===== config.mk =====
export PLATFORM = sky130hd
export DESIGN_NAME = modem_lines
export DESIGN_NICKNAME = d
export VERILOG_FILES = /design/src/verilog/line_sync.v /design/src/verilog/modem_lines.v
export VERILOG_INCLUDE_DIRS = /design/src /design/src/verilog
export SDC_FILE = /design/constraint.sdc
export NUM_CORES = 1
export LEC_CHECK = 0
export ABC_AREA = 1
export BUFFER_PORTS_ARGS = -buffer_cell sky130_fd_sc_hd__buf_4
export CORE_MARGIN = 5
export CORE_UTILIZATION = 55
export CTS_BUF_LIST = sky130_fd_sc_hd__clkbuf_4 sky130_fd_sc_hd__clkbuf_8
export CTS_CLUSTER_SIZE = 12
export DETAILED_ROUTE_END_ITERATION = 8
export PLACE_DENSITY = 0.82
export SYNTH_ARGS = -nofsm -noshare
export SYNTH_HDL_FRONTEND = slang
export SYNTH_HIERARCHICAL = 1
export SYNTH_SLANG_ARGS = --single-unit

===== constraint.sdc =====
create_clock -name ref_clk -period 2.9 [get_ports ref_clk]
set_input_delay 0.58 -clock ref_clk [delete_from_list [all_inputs] [get_ports ref_clk]]
set_output_delay 0.58 -clock ref_clk [all_outputs]
set_load 0.05 [all_outputs]

===== src/verilog/modem_lines_defines.vh =====
`ifndef MODEM_LINES_DEFINES_VH
`define MODEM_LINES_DEFINES_VH

// Byte offsets of each channel's register window.
`define CH_STRIDE 8'h10
`define OFF_MDM_CTRL 8'h00
`define OFF_MDM_STAT 8'h04
`define OFF_FEAT 8'h08
`define OFF_TXLVL 8'h0c
// Shared interrupt and transmit-space registers.
`define OFF_IRQ_STAT 8'h40
`define OFF_IRQ_MASK 8'h44
`define OFF_TXSPACE 8'h48

// Modem control register fields.
`define CTRL_DTR 0
`define CTRL_RTS 1
// Modem status register fields.
`define STAT_CTS 4
`define STAT_DSR 5
`define STAT_RI 6
`define STAT_CD 7
// Enhanced feature register fields.
`define FEAT_AUTO_RTS 6
`define FEAT_AUTO_CTS 7

`define CTRL_RESET 8'h00
`define FEAT_RESET 8'h00
`define MASK_RESET 8'h00

// Synchroniser depth for the modem status inputs.
`define SYNC_STAGES 2

`endif

===== src/verilog/line_sync.v =====
`timescale 1ns/1ps
`include "modem_lines_defines.vh"

// ==============================================================
// Two-stage synchroniser for a group of asynchronous levels.
module line_sync #(
	parameter WIDTH = 4,
	parameter [WIDTH-1:0] INIT = {WIDTH{1'b1}}
)
(
	input wire ref_clk,
	input wire rst,
	input wire [WIDTH-1:0] async_in,
	output reg [WIDTH-1:0] sync_out
);

	reg [WIDTH-1:0] meta_r;

	always @(posedge ref_clk)
	begin
		if (rst)
		begin
			meta_r <= INIT;
			sync_out <= INIT;
		end
		else
		begin
			meta_r <= async_in;
			sync_out <= meta_r;
		end
	end

endmodule


===== src/verilog/modem_lines.v =====
// The register addresses and the Avalon-MM interface to the registers were left to the implementer.
`timescale 1ns/1ps
`include "modem_lines_defines.vh"

module modem_lines #(
	parameter CHANNELS = 4,
	parameter FIFO_DEPTH = 64
)
(
	input wire ref_clk,
	input wire rst,
	// Avalon-MM slave.
	input wire [7:0] address,
	input wire read,
	input wire write,
	input wire [31:0] writedata,
	output reg [31:0] readdata,
	output reg waitrequest,
	// Transmit buffer occupancy from each channel's FIFO, packed.
	input wire [CHANNELS*7-1:0] tx_level,
	// Active-low modem inputs.
	input wire [CHANNELS-1:0] cd_n,
	input wire [CHANNELS-1:0] cts_n,
	input wire [CHANNELS-1:0] dsr_n,
	input wire [CHANNELS-1:0] ri_n,
	// Receive FIFO above its auto RTS threshold, per channel.
	input wire [CHANNELS-1:0] rx_above_thresh,
	// Active-low modem outputs.
	output reg [CHANNELS-1:0] dtr_n,
	output reg [CHANNELS-1:0] rts_n,
	output reg [CHANNELS-1:0] tx_space_avail_n,
	output reg tx_space_any_n,
	// Transmitter may start a new character.
	output reg [CHANNELS-1:0] tx_allow,
	output reg irq
);

	// ==============================================================
	// Synchronised modem inputs.
	wire [CHANNELS-1:0] cd_s;
	wire [CHANNELS-1:0] cts_s;
	wire [CHANNELS-1:0] dsr_s;
	wire [CHANNELS-1:0] ri_s;

	line_sync #(.WIDTH(4*CHANNELS), .INIT({4*CHANNELS{1'b1}})) u_sync
	(
		.ref_clk(ref_clk),
		.rst(rst),
		.async_in({cd_n, cts_n, dsr_n, ri_n}),
		.sync_out({cd_s, cts_s, dsr_s, ri_s})
	);

	// ==============================================================
	// Channel registers.
	reg [7:0] modem_control_reg [0:CHANNELS-1];
	reg [7:0] enhanced_feature_reg [0:CHANNELS-1];
	reg [CHANNELS-1:0] ri_prev_r;
	reg [CHANNELS-1:0] irq_stat_r;
	reg [CHANNELS-1:0] irq_mask_r;
	reg [CHANNELS-1:0] space_r;

	wire [CHANNELS-1:0] ri_rise;
	assign ri_rise = ri_s & ~ri_prev_r;

	// Decoded access.
	wire [1:0] ch_sel;
	wire [3:0] reg_off;
	wire in_ch;
	assign ch_sel = address[5:4];
	assign reg_off = address[3:0];
	assign in_ch = (address < CHANNELS * `CH_STRIDE);

	wire [CHANNELS-1:0] clr_bits;
	assign clr_bits = (write && !waitrequest &&
		address == `OFF_IRQ_STAT) ? writedata[CHANNELS-1:0] :
		{CHANNELS{1'b0}};

	integer i;
	integer j;

	// ==============================================================
	// Space detection per channel.
	always @*
	begin
		for (j = 0; j < CHANNELS; j = j + 1)
			space_r[j] = (tx_level[j*7 +: 7] < FIFO_DEPTH);
	end

	// ==============================================================
	// Register writes, events and outputs.
	always @(posedge ref_clk)
	begin
		if (rst)
		begin
			for (i = 0; i < CHANNELS; i = i + 1)
			begin
				modem_control_reg[i] <= `CTRL_RESET;
				enhanced_feature_reg[i] <= `FEAT_RESET;
			end
			ri_prev_r <= {CHANNELS{1'b1}};
			irq_stat_r <= {CHANNELS{1'b0}};
			irq_mask_r <= {CHANNELS{1'b0}};
			dtr_n <= {CHANNELS{1'b1}};
			rts_n <= {CHANNELS{1'b1}};
			tx_space_avail_n <= {CHANNELS{1'b1}};
			tx_space_any_n <= 1'b1;
			tx_allow <= {CHANNELS{1'b0}};
			irq <= 1'b0;
		end
		else
		begin
			if (write && !waitrequest)
			begin
				if (in_ch && reg_off == `OFF_MDM_CTRL)
					modem_control_reg[ch_sel] <= writedata[7:0];
				else if (in_ch && reg_off == `OFF_FEAT)
					enhanced_feature_reg[ch_sel] <= writedata[7:0];
				else if (address == `OFF_IRQ_MASK)
					irq_mask_r <= writedata[CHANNELS-1:0];
			end
			ri_prev_r <= ri_s;
			// A new ring edge wins over a simultaneous clear.
			irq_stat_r <= (irq_stat_r & ~clr_bits) | ri_rise;
			irq <= |(((irq_stat_r & ~clr_bits) | ri_rise) & irq_mask_r);
			for (i = 0; i < CHANNELS; i = i + 1)
			begin
				// DTR follows control bit 0 only; no flow control use.
				dtr_n[i] <= ~modem_control_reg[i][`CTRL_DTR];
				// Auto RTS also drops the request when receive is above its threshold.
				if (enhanced_feature_reg[i][`FEAT_AUTO_RTS])
					rts_n[i] <= ~(modem_control_reg[i][`CTRL_RTS] &
						~rx_above_thresh[i]);
				else
					rts_n[i] <= ~modem_control_reg[i][`CTRL_RTS];
				// Clear-to-send stalls the transmitter only in auto mode.
				if (enhanced_feature_reg[i][`FEAT_AUTO_CTS])
					tx_allow[i] <= ~cts_s[i];
				else
					tx_allow[i] <= 1'b1;
				tx_space_avail_n[i] <= ~space_r[i];
			end
			tx_space_any_n <= ~(|space_r);
		end
	end

	// ==============================================================
	// Bus answers: one wait cycle, then the read data.
	reg [31:0] rdata_nxt;

	always @*
	begin
		rdata_nxt = 32'h00000000;
		if (in_ch && reg_off == `OFF_MDM_CTRL)
			rdata_nxt[7:0] = modem_control_reg[ch_sel];
		else if (in_ch && reg_off == `OFF_MDM_STAT)
		begin
			// Status bits show asserted lines as ones.
			rdata_nxt[`STAT_CTS] = ~cts_s[ch_sel];
			rdata_nxt[`STAT_DSR] = ~dsr_s[ch_sel];
			rdata_nxt[`STAT_RI] = ~ri_s[ch_sel];
			rdata_nxt[`STAT_CD] = ~cd_s[ch_sel];
		end
		else if (in_ch && reg_off == `OFF_FEAT)
			rdata_nxt[7:0] = enhanced_feature_reg[ch_sel];
		else if (in_ch && reg_off == `OFF_TXLVL)
		begin
			rdata_nxt[6:0] = tx_level[ch_sel*7 +: 7];
			rdata_nxt[8] = space_r[ch_sel];
		end
		else if (address == `OFF_IRQ_STAT)
			rdata_nxt[CHANNELS-1:0] = irq_stat_r;
		else if (address == `OFF_IRQ_MASK)
			rdata_nxt[CHANNELS-1:0] = irq_mask_r;
		else if (address == `OFF_TXSPACE)
			rdata_nxt[CHANNELS-1:0] = space_r;
	end

	always @(posedge ref_clk)
	begin
		if (rst)
		begin
			waitrequest <= 1'b1;
			readdata <= 32'h00000000;
		end
		else
		begin
			// Release one cycle after a request appears, then re-arm.
			waitrequest <= !((read || write) && waitrequest);
			if (read && waitrequest)
				readdata <= rdata_nxt;
		end
	end

endmodule


# Word-level counts from Yosys, hierarchy flattened
# Memory sizes are Yosys's and may differ from the RTL's.
# Cells that the tools add are included.
# Widths: inputs -> output; s select.
dict set report word_totals {
  regBits 72
  ramBits 64
  inputBits 92
  out_inout_bits 51
  elab_cells 137
  mem_count 2
}
# name depth word_bits rd rd_clocked_by_memory_dff write_ports line
set mem_list {}
lappend mem_list {enhanced_feature_reg 4 8 5 0 4 modem_lines.v:56} ;# reg [7:0] enhanced_feature_reg [0:CHANNELS-1];
lappend mem_list {modem_control_reg 4 8 5 0 4 modem_lines.v:55} ;# reg [7:0] modem_control_reg [0:CHANNELS-1];
dict set report op_classes {
  multipliers 1
  magnitude_cmp 6
  eq_ne 6
  shifts 1
  mux 50
  bitwise_logic 41
  n_reduce_logical 17
}
# cell n
set ops {}
lappend ops {{$mux 1} 31}
lappend ops {{$not 1->1} 31}
lappend ops {{$lt 7x7->1 const B} 4}
lappend ops {{$mux 4} 7}
lappend ops {{$shiftx 28x6->7} 1}
lappend ops {{$eq 8x7->1 const B} 3}
lappend ops {{$mux 8} 3}
lappend ops {{$reduce_or 8->1} 2}
lappend ops {{$and 4x4->4} 3}
lappend ops {{$bmux 1 s2} 5}
lappend ops {{$eq 4x4->1 const B} 2}
lappend ops {{$logic_and 1x1->1} 8}
lappend ops {{$lt 8x7->1 const B} 1}
lappend ops {{$not 4->4} 2}
lappend ops {{$reduce_or 4->1} 2}
lappend ops {{$mux 7} 1}
lappend ops {{$mul 2x3->5 const B} 1}
lappend ops {{$and 1x1->1} 4}
lappend ops {{$eq 4x3->1 const B} 1}
lappend ops {{$logic_not 4->1} 1}
lappend ops {{$mux 2} 2}
lappend ops {{$or 4x4->4} 1}
lappend ops {{$reduce_and 4->1} 1}
lappend ops {{$lt 2x3->1 const B} 1}
lappend ops {{other kinds (3)} 4}

# Logic depth before layout (Yosys ltp)
# Gate-level depths: netlist (run 1).
dict set report depth {
  depth_word 9
  ltp_mapped 11
  ltp_nobuf 11
}

# By module
# The synthesis (run 1) kept the hierarchy.
# mod n_inst cells_per_inst area_each_um2 seq_area_each_um2
set modules_own_cells {}
lappend modules_own_cells {modem_lines 1 560 4890.9 2722.6}
lappend modules_own_cells {line_sync 1 100 923.4 640.6}

# Worst setup path before layout (run 1)
# OpenSTA, ideal clock, no wires.
dict set report synth_path {
  kind {input -> register}
  from {input address[0]}
  to {memory enhanced_feature_reg[0][0] (enable)}
  setup_time_ns 0.384
  t_arrival_ns 1.929
  required_time_ns 2.516
  slack_ns 0.587
  path_stages 7
  n_path_buf 0
  path_cell_list {inv_1 -> nand2_1 -> nor3_4 -> nand2_4 -> inv_1 -> nand4_1 -> o21ai_0}
}
# element line
set synth_rtl {}
lappend synth_rtl {{start, declared} modem_lines.v:13} ;# input wire [7:0] address,
lappend synth_rtl {{end, declared} modem_lines.v:56}

==> impl_metrics.env, run 1 <==
export IMPL_yosysTopAreaCellShare_pct=33.05
export IMPL_gp_congestion=0.8908
export IMPL_finalSetupViolations=0
export IMPL_vdd_ir_drop_max_mv=0.3826
export IMPL_num_rows=37
export IMPL_p_switching_uw=1107
export IMPL_yosysUniqueCellTypes=34
export IMPL_core_area_mm2=0.01032
export IMPL_yosysWarnings=6
export IMPL_cp_end_kind="register"
export IMPL_synth_ff_type="dfxtp_1"
export IMPL_pwr_share_seq_pct=49.0
export IMPL_setup_tns_ps=0
export IMPL_run_status="completed"
export IMPL_skew_ps=12.21
export IMPL_ys_seq_elements=136
export IMPL_syn_area_per_cell_um2=8.810
export IMPL_firstDrtPassIters=8
export IMPL_synth_most_common_cell="nand2_1"
export IMPL_slew_viol_final=0
export IMPL_htreeDepth=4
export IMPL_ys_seq_area_share_pct=57.84
export IMPL_track_usage_pct=23.03
export IMPL_cts_made_buffers=17
export IMPL_power_total_uw=4296
export IMPL_rrSetupSlack_ps=750
export IMPL_cpPeakStageDelay_ps=350
export IMPL_crit_chain="nor2_2 -> inv_2 -> nor3_1 -> inv_1 -> nor2_4 -> nand2_1 -> nand2_1"
export IMPL_ctsRootBufferMaster="clkbuf_8"
export IMPL_synthArstFlopShare_pct=0
export IMPL_ant_nets=0
export IMPL_drc_errors=0
export IMPL_drive_above_1_share_pct=22.49
export IMPL_area_growth_pct=20.55
export IMPL_cpMostUsedCell="nand2_1"
export IMPL_antenna_found_initial=0
export IMPL_num_vias=4895
export IMPL_synth_edff_count=64
export IMPL_finalCriticalPeriod_ps=2145
export IMPL_regToRegStartpoint="waitrequest$_SDFF_PP1_"
export IMPL_diodes=0
export IMPL_synth_area_leader_cell="edfxtp_1"
export IMPL_die_h_um=112.8
export IMPL_cts_tree="done"
export IMPL_hold_buffers=0
export IMPL_clock_path_buffers=2
export IMPL_dp_hpwl_um=10020
export IMPL_grt_max_degree=33
export IMPL_maxCapViolations=0
export IMPL_synth_area_top_cells="edfxtp_1 33%, dfxtp_1 25%, nand2_1 12%"
export IMPL_wl_per_cell_um=16.20
export IMPL_place_area_mm2=0.006569
export IMPL_p_int_uw=3189
export IMPL_cp_startpoint="waitrequest$_SDFF_PP1_"
export IMPL_drt_iter0_markers=532
export IMPL_stdcell_area_mm2=0.007009
export IMPL_hold_start="cd_n[2]"
export IMPL_power_density_mw_per_mm2=613.0
export IMPL_whs_endpoint="u_sync/meta_r[14]$_SDFF_PP1_"
export IMPL_swShare_pct=25.77
export IMPL_crit_family="simple AND/OR/NAND/NOR gates"
export IMPL_finalHoldViolations=0
export IMPL_cts_resized=0
export IMPL_critPathArrivalTime_ps=2230
export IMPL_synth_commonest_cells="186 x nand2_1, 72 x dfxtp_1, 70 x inv_1, 70 x nor2_1, 64 x edfxtp_1"
export IMPL_max_freq_ghz=0.4662
export IMPL_worst_slack_ps=755.0
export IMPL_pwr_share_clk_pct=39.9
export IMPL_hold_depth=3
export IMPL_p_leak_uw=0.003258
export IMPL_reg2regPathDepth=7
export IMPL_grt_pass1_vias=4759
export IMPL_cp_num_buf_inv=2
export IMPL_startpoint_type="register"
export IMPL_crit_type="register to register"
export IMPL_syn_inst=660
export IMPL_nFillCells=773
export IMPL_cp_slowest_cell="dfxtp_1"
export IMPL_pre_cts_ws_ps=513.8
export IMPL_clkTransAtPathRegs_ps=80
export IMPL_worst_pin_slew_ps=715.0
export IMPL_clk_insertion_delay_late_ps=430
export IMPL_hold_path_class="primary input to register"
export IMPL_io_pins=143
export IMPL_initial_core_util_pct=56.32
export IMPL_fp_dieW_um=112.8
export IMPL_power_frac_comb_pct=11.1
export IMPL_path_max_fanout=8
export IMPL_io_buffer_count=95
export IMPL_cts_sinks=136
export IMPL_fin_nets=857
export IMPL_cp_required_ps=2980
export IMPL_die_area_mm2=0.01273
export IMPL_whs_ps=319.4
export IMPL_grt_setup_unrepaired="no"
export IMPL_grt_first_pass_wirelength_um=23030
export IMPL_fin_crit_sh_pct=73.97
export IMPL_gr_total_overflow=0
export IMPL_cts_setup_buffers=0
export IMPL_slew_headroom_pct=52.16
export IMPL_wl_um=14810
export IMPL_vias_per_cell=5.356
export IMPL_syn_area_mm2=0.005814
export IMPL_crit_reg2reg_capture="modem_control_reg[1][6]$_SDFFCE_PN0P_"
==> placed cells by master, fill, tap and decap left out, drive strengths merged <==
cell,instances
nor4,1
bufinv,4
nor2,77
nand3b,1
nor3,10
edfxtp,64
nand4,16
nand3,27
clkinv,4
o22ai,16
o31ai,1
a31oi,1
dfxtp,72
o41ai,1
or2,5
nand2,193
o21ai,27
buf,109
o211ai,1
a21oi,23
conb,23
clkbuf,19
inv,83
==> routing by layer <==
metal / up-vias / wire length [um] / global-route usage (%) / part of all wire, %
met5: - / 0 / 0 / 0
met4: 0 / 562 / 11.46 / 3.8
met3: 54 / 1529 / 6.417 / 10
met2: 304 / 7430 / 40.56 / 50
met1: 2241 / 5285 / 25.47 / 36
li1: 2296 / - / - / -
==> worst max-delay path by stage <==
| stage | slack, ps | end | depth (start not counted) |
|---|---|---|---|
| 3_3_place_gp | 570 | modem_control_reg[1][7]$_SDFFCE_PN0P_ | 9 |
| 4_1_cts | 770 | modem_control_reg[1][6]$_SDFFCE_PN0P_ | 7 |
| 2_1_floorplan | 590 | enhanced_feature_reg[0][0]$_SDFFCE_PN0P_ | 7 |
| 3_5_place_dp | 510 | modem_control_reg[1][5]$_SDFFCE_PN0P_ | 9 |
| 6_report | 750 | modem_control_reg[1][6]$_SDFFCE_PN0P_ | 7 |
| 5_1_grt | 690 | modem_control_reg[1][6]$_SDFFCE_PN0P_ | 7 |
==> power by group through the flow <==
stage / sequential, uW / clock, uW / combinational [uW]
floorplan: 2210 / 0 / 258
global placement: 2140 / 0 / 460
detailed placement: 2150 / 0 / 467
CTS: 2100 / 1730 / 472
global route: 2110 / 1810 / 507
finish: 2110 / 1710 / 477
==> logic make-up (layout without fill, tap and decap cells) <==
group / Yosys count / in the layout / share of synthesized area, %
and+or+nand+nor: 330 / 330 / 25.03
DFF: 136 / 136 / 57.84
buffers and inverters: 123 / 219 / 10.52
AOI/OAI and AO/OA: 70 / 70 / 6.542
other: 1 / 23 / 0.06450
==> stage by stage <==
| step | instances | utilization [%] |
|---|---|---|
| after floorplan | 682 | - |
| after global placement | 882 | 63.63 |
| after detailed placement | 882 | 63.63 |
| after CTS | 914 | 67.89 |
| after global routing | 914 | 67.89 |
| final | 914 | 67.89 |
==> final cells by class <==
cell class | instances | area [um2] | share of cell area (%)
clock buffers | 19 | 249.0 | 3.552
clock inverters | 13 | 191.4 | 2.731
inverters | 78 | 295.3 | 4.213
multi-input cells | 423 | 1922 | 27.42
flip-flops and latches | 136 | 3363 | 47.98
well taps | 136 | 170.2 | 2.428
repair buffers | 109 | 818.3 | 11.67
==> worst min-delay path, stage by stage <==
cell and delay [ps]:
buf_4 70, inv_1 30, nand2_1 40
(Power assumes the default switching activity.)
==> run 2: changes to the inputs <==
--- a/config.mk
+++ b/config.mk
@@ -9,11 +9,11 @@
 export ABC_AREA = 1
 export BUFFER_PORTS_ARGS = -buffer_cell sky130_fd_sc_hd__buf_4
 export CORE_MARGIN = 5
-export CORE_UTILIZATION = 55
+export CORE_UTILIZATION = 50
 export CTS_BUF_LIST = sky130_fd_sc_hd__clkbuf_4 sky130_fd_sc_hd__clkbuf_8
 export CTS_CLUSTER_SIZE = 12
 export DETAILED_ROUTE_END_ITERATION = 8
-export PLACE_DENSITY = 0.82
+export PLACE_DENSITY = 0.79
 export SYNTH_ARGS = -nofsm -noshare
 export SYNTH_HDL_FRONTEND = slang
 export SYNTH_HIERARCHICAL = 1
==> constraint.sdc (replaced) <==
create_clock -name ref_clk -period 1.7 [get_ports ref_clk]
set_input_delay 0.34 -clock ref_clk [delete_from_list [all_inputs] [get_ports ref_clk]]
set_output_delay 0.34 -clock ref_clk [all_outputs]
set_load 0.05 [all_outputs]
==> run 2 against run 1 <==
Via count is 0.80% lower. Power is 66% higher. Die area is 9.1% higher. Largest cell class unchanged. Clock power is 56% higher. Register-to-register slack worse by 610 ps. Maximum frequency is 38% higher. Clock-buffer cell count is 3 higher.
==> impl_metrics.env, run 2 (same netlist as run 1, synthesis figures left out) <==
export IMPL_run_status="completed"
export IMPL_cpPeakStageDelay_ps=350
export IMPL_worst_slack_ps=146.9
export IMPL_grt_first_pass_wirelength_um=24220
export IMPL_hold_depth=3
export IMPL_drt_iter0_markers=311
export IMPL_crit_type="register to register"
export IMPL_grt_setup_unrepaired="no"
export IMPL_die_area_mm2=0.01389
export IMPL_maxCapViolations=0
export IMPL_cts_sinks=136
export IMPL_pre_cts_ws_ps=-86.99
export IMPL_slew_viol_final=0
export IMPL_die_h_um=117.8
export IMPL_finalSetupViolations=0
export IMPL_vias_per_cell=5.095
export IMPL_max_freq_ghz=0.6439
export IMPL_ant_nets=0
export IMPL_cpMostUsedCell="buf_4"
export IMPL_grt_pass1_vias=4890
export IMPL_gp_congestion=0.8732
export IMPL_firstDrtPassIters=5
export IMPL_htreeDepth=4
export IMPL_cp_slowest_cell="dfxtp_2"
export IMPL_area_growth_pct=26.58
export IMPL_core_area_mm2=0.01142
export IMPL_fin_crit_sh_pct=91.36
export IMPL_io_pins=143
export IMPL_p_leak_uw=0.003426
export IMPL_layout_common_cells="184 x nand2_1, 135 x buf_4, 71 x dfxtp_1, 70 x nor2_1, 68 x inv_1"
export IMPL_reg2regPathDepth=6
export IMPL_clk_insertion_delay_late_ps=440
export IMPL_hold_path_class="primary input to register"
export IMPL_cp_end_kind="register"
export IMPL_whs_ps=74.58
export IMPL_gr_total_overflow=0
export IMPL_power_density_mw_per_mm2=971.0
export IMPL_fp_dieW_um=117.8
export IMPL_num_vias=4856
export IMPL_wl_per_cell_um=15.70
export IMPL_cts_tree="done"
export IMPL_cp_required_ps=1840
export IMPL_wl_um=14960
export IMPL_clkTransAtPathRegs_ps=80
export IMPL_antenna_found_initial=0
export IMPL_startpoint_type="register"
export IMPL_drc_errors=0
export IMPL_crit_chain="nor2_4 -> inv_2 -> buf_4 -> buf_4 -> o31ai_2 -> buf_4"
export IMPL_cts_made_buffers=17
export IMPL_final_common_cell="nand2_1"
export IMPL_setup_tns_ps=0
export IMPL_ctsRootBufferMaster="clkbuf_8"
export IMPL_critPathArrivalTime_ps=1690
export IMPL_clock_path_buffers=2
export IMPL_fin_nets=889
export IMPL_grt_max_degree=33
export IMPL_io_buffer_count=95
export IMPL_finalHoldViolations=0
export IMPL_num_rows=39
export IMPL_dp_hpwl_um=11010
export IMPL_diodes=0
export IMPL_skew_ps=11.89
export IMPL_drive_above_1_share_pct=26.79
export IMPL_fin_util_pct=64.45
export IMPL_finalCriticalPeriod_ps=1553
export IMPL_track_usage_pct=21.98
export IMPL_vdd_ir_drop_max_mv=0.6321
export IMPL_path_max_fanout=8
export IMPL_initial_core_util_pct=50.92
-- run 2: path summary, 6_finish.rpt --
| path | startpoint | endpoint | slack, ps |
|---|---|---|---|
| max | waitrequest$_SDFF_PP1_ | enhanced_feature_reg[3][2]$_DFFE_PP_ | 150 |
| min | dsr_n[2] | u_sync/meta_r[6]$_SDFF_PP1_ | 70 |
| max reg2reg | waitrequest$_SDFF_PP1_ | enhanced_feature_reg[3][2]$_DFFE_PP_ | 150 |
| min reg2reg | u_sync/meta_r[4]$_SDFF_PP1_ | u_sync/sync_out[4]$_SDFF_PP1_ | 410 |
-- run 2: metal layers --
metal	vias up	wire length (um)	GRT usage, %
li1	2367	-	-
met1	2214	5778	25.94
met2	233	7283	36.85
met3	42	1425	6.920
met4	0	475	9.534
met5	-	0	0
-- run 2: repair_timing --
action | CTS | global route
hold buffers | 0 | 0
endpoints found under the setup margin | 0 | 18
buffers inserted | 0 | 0
resized for setup | 0 | 4
-- run 2: cell type report --
class	instances	area, um2
clock buffer	22	290.3
clock inverter	10	117.6
fill	937	4059
inverter	78	295.3
multi-input combinational	423	1979
sequential	136	3364
tap	143	178.9
timing repair buffer	141	1134
-- run 2: report_power, final --
group	internal, uW	leakage, uW	switching (uW)
Clock	1460	0.000211	1210
Combinational	302	0.00196	584
Sequential	3540	0.00125	50.8
Total	5300	0.00343	1840
-- run 2: metrics by stage --
step | cells | area, um2 | power, uW
2_1_floorplan | 682 | 5941 | 4216
3_3_place_gp | 921 | 6937 | 4523
3_5_place_dp | 921 | 6937 | 4547
4_1_cts | 953 | 7345 | 7193
5_1_grt | 953 | 7360 | 7411
6_report | 953 | 7360 | 7146
-- run 2: critical path, delay by kind of cell (launching register included) --
kind / cells / cell delay, ps
simple gates: 1 / 130
buf+inv: 4 / 550
flops: 1 / 350
compound gates: 1 / 220
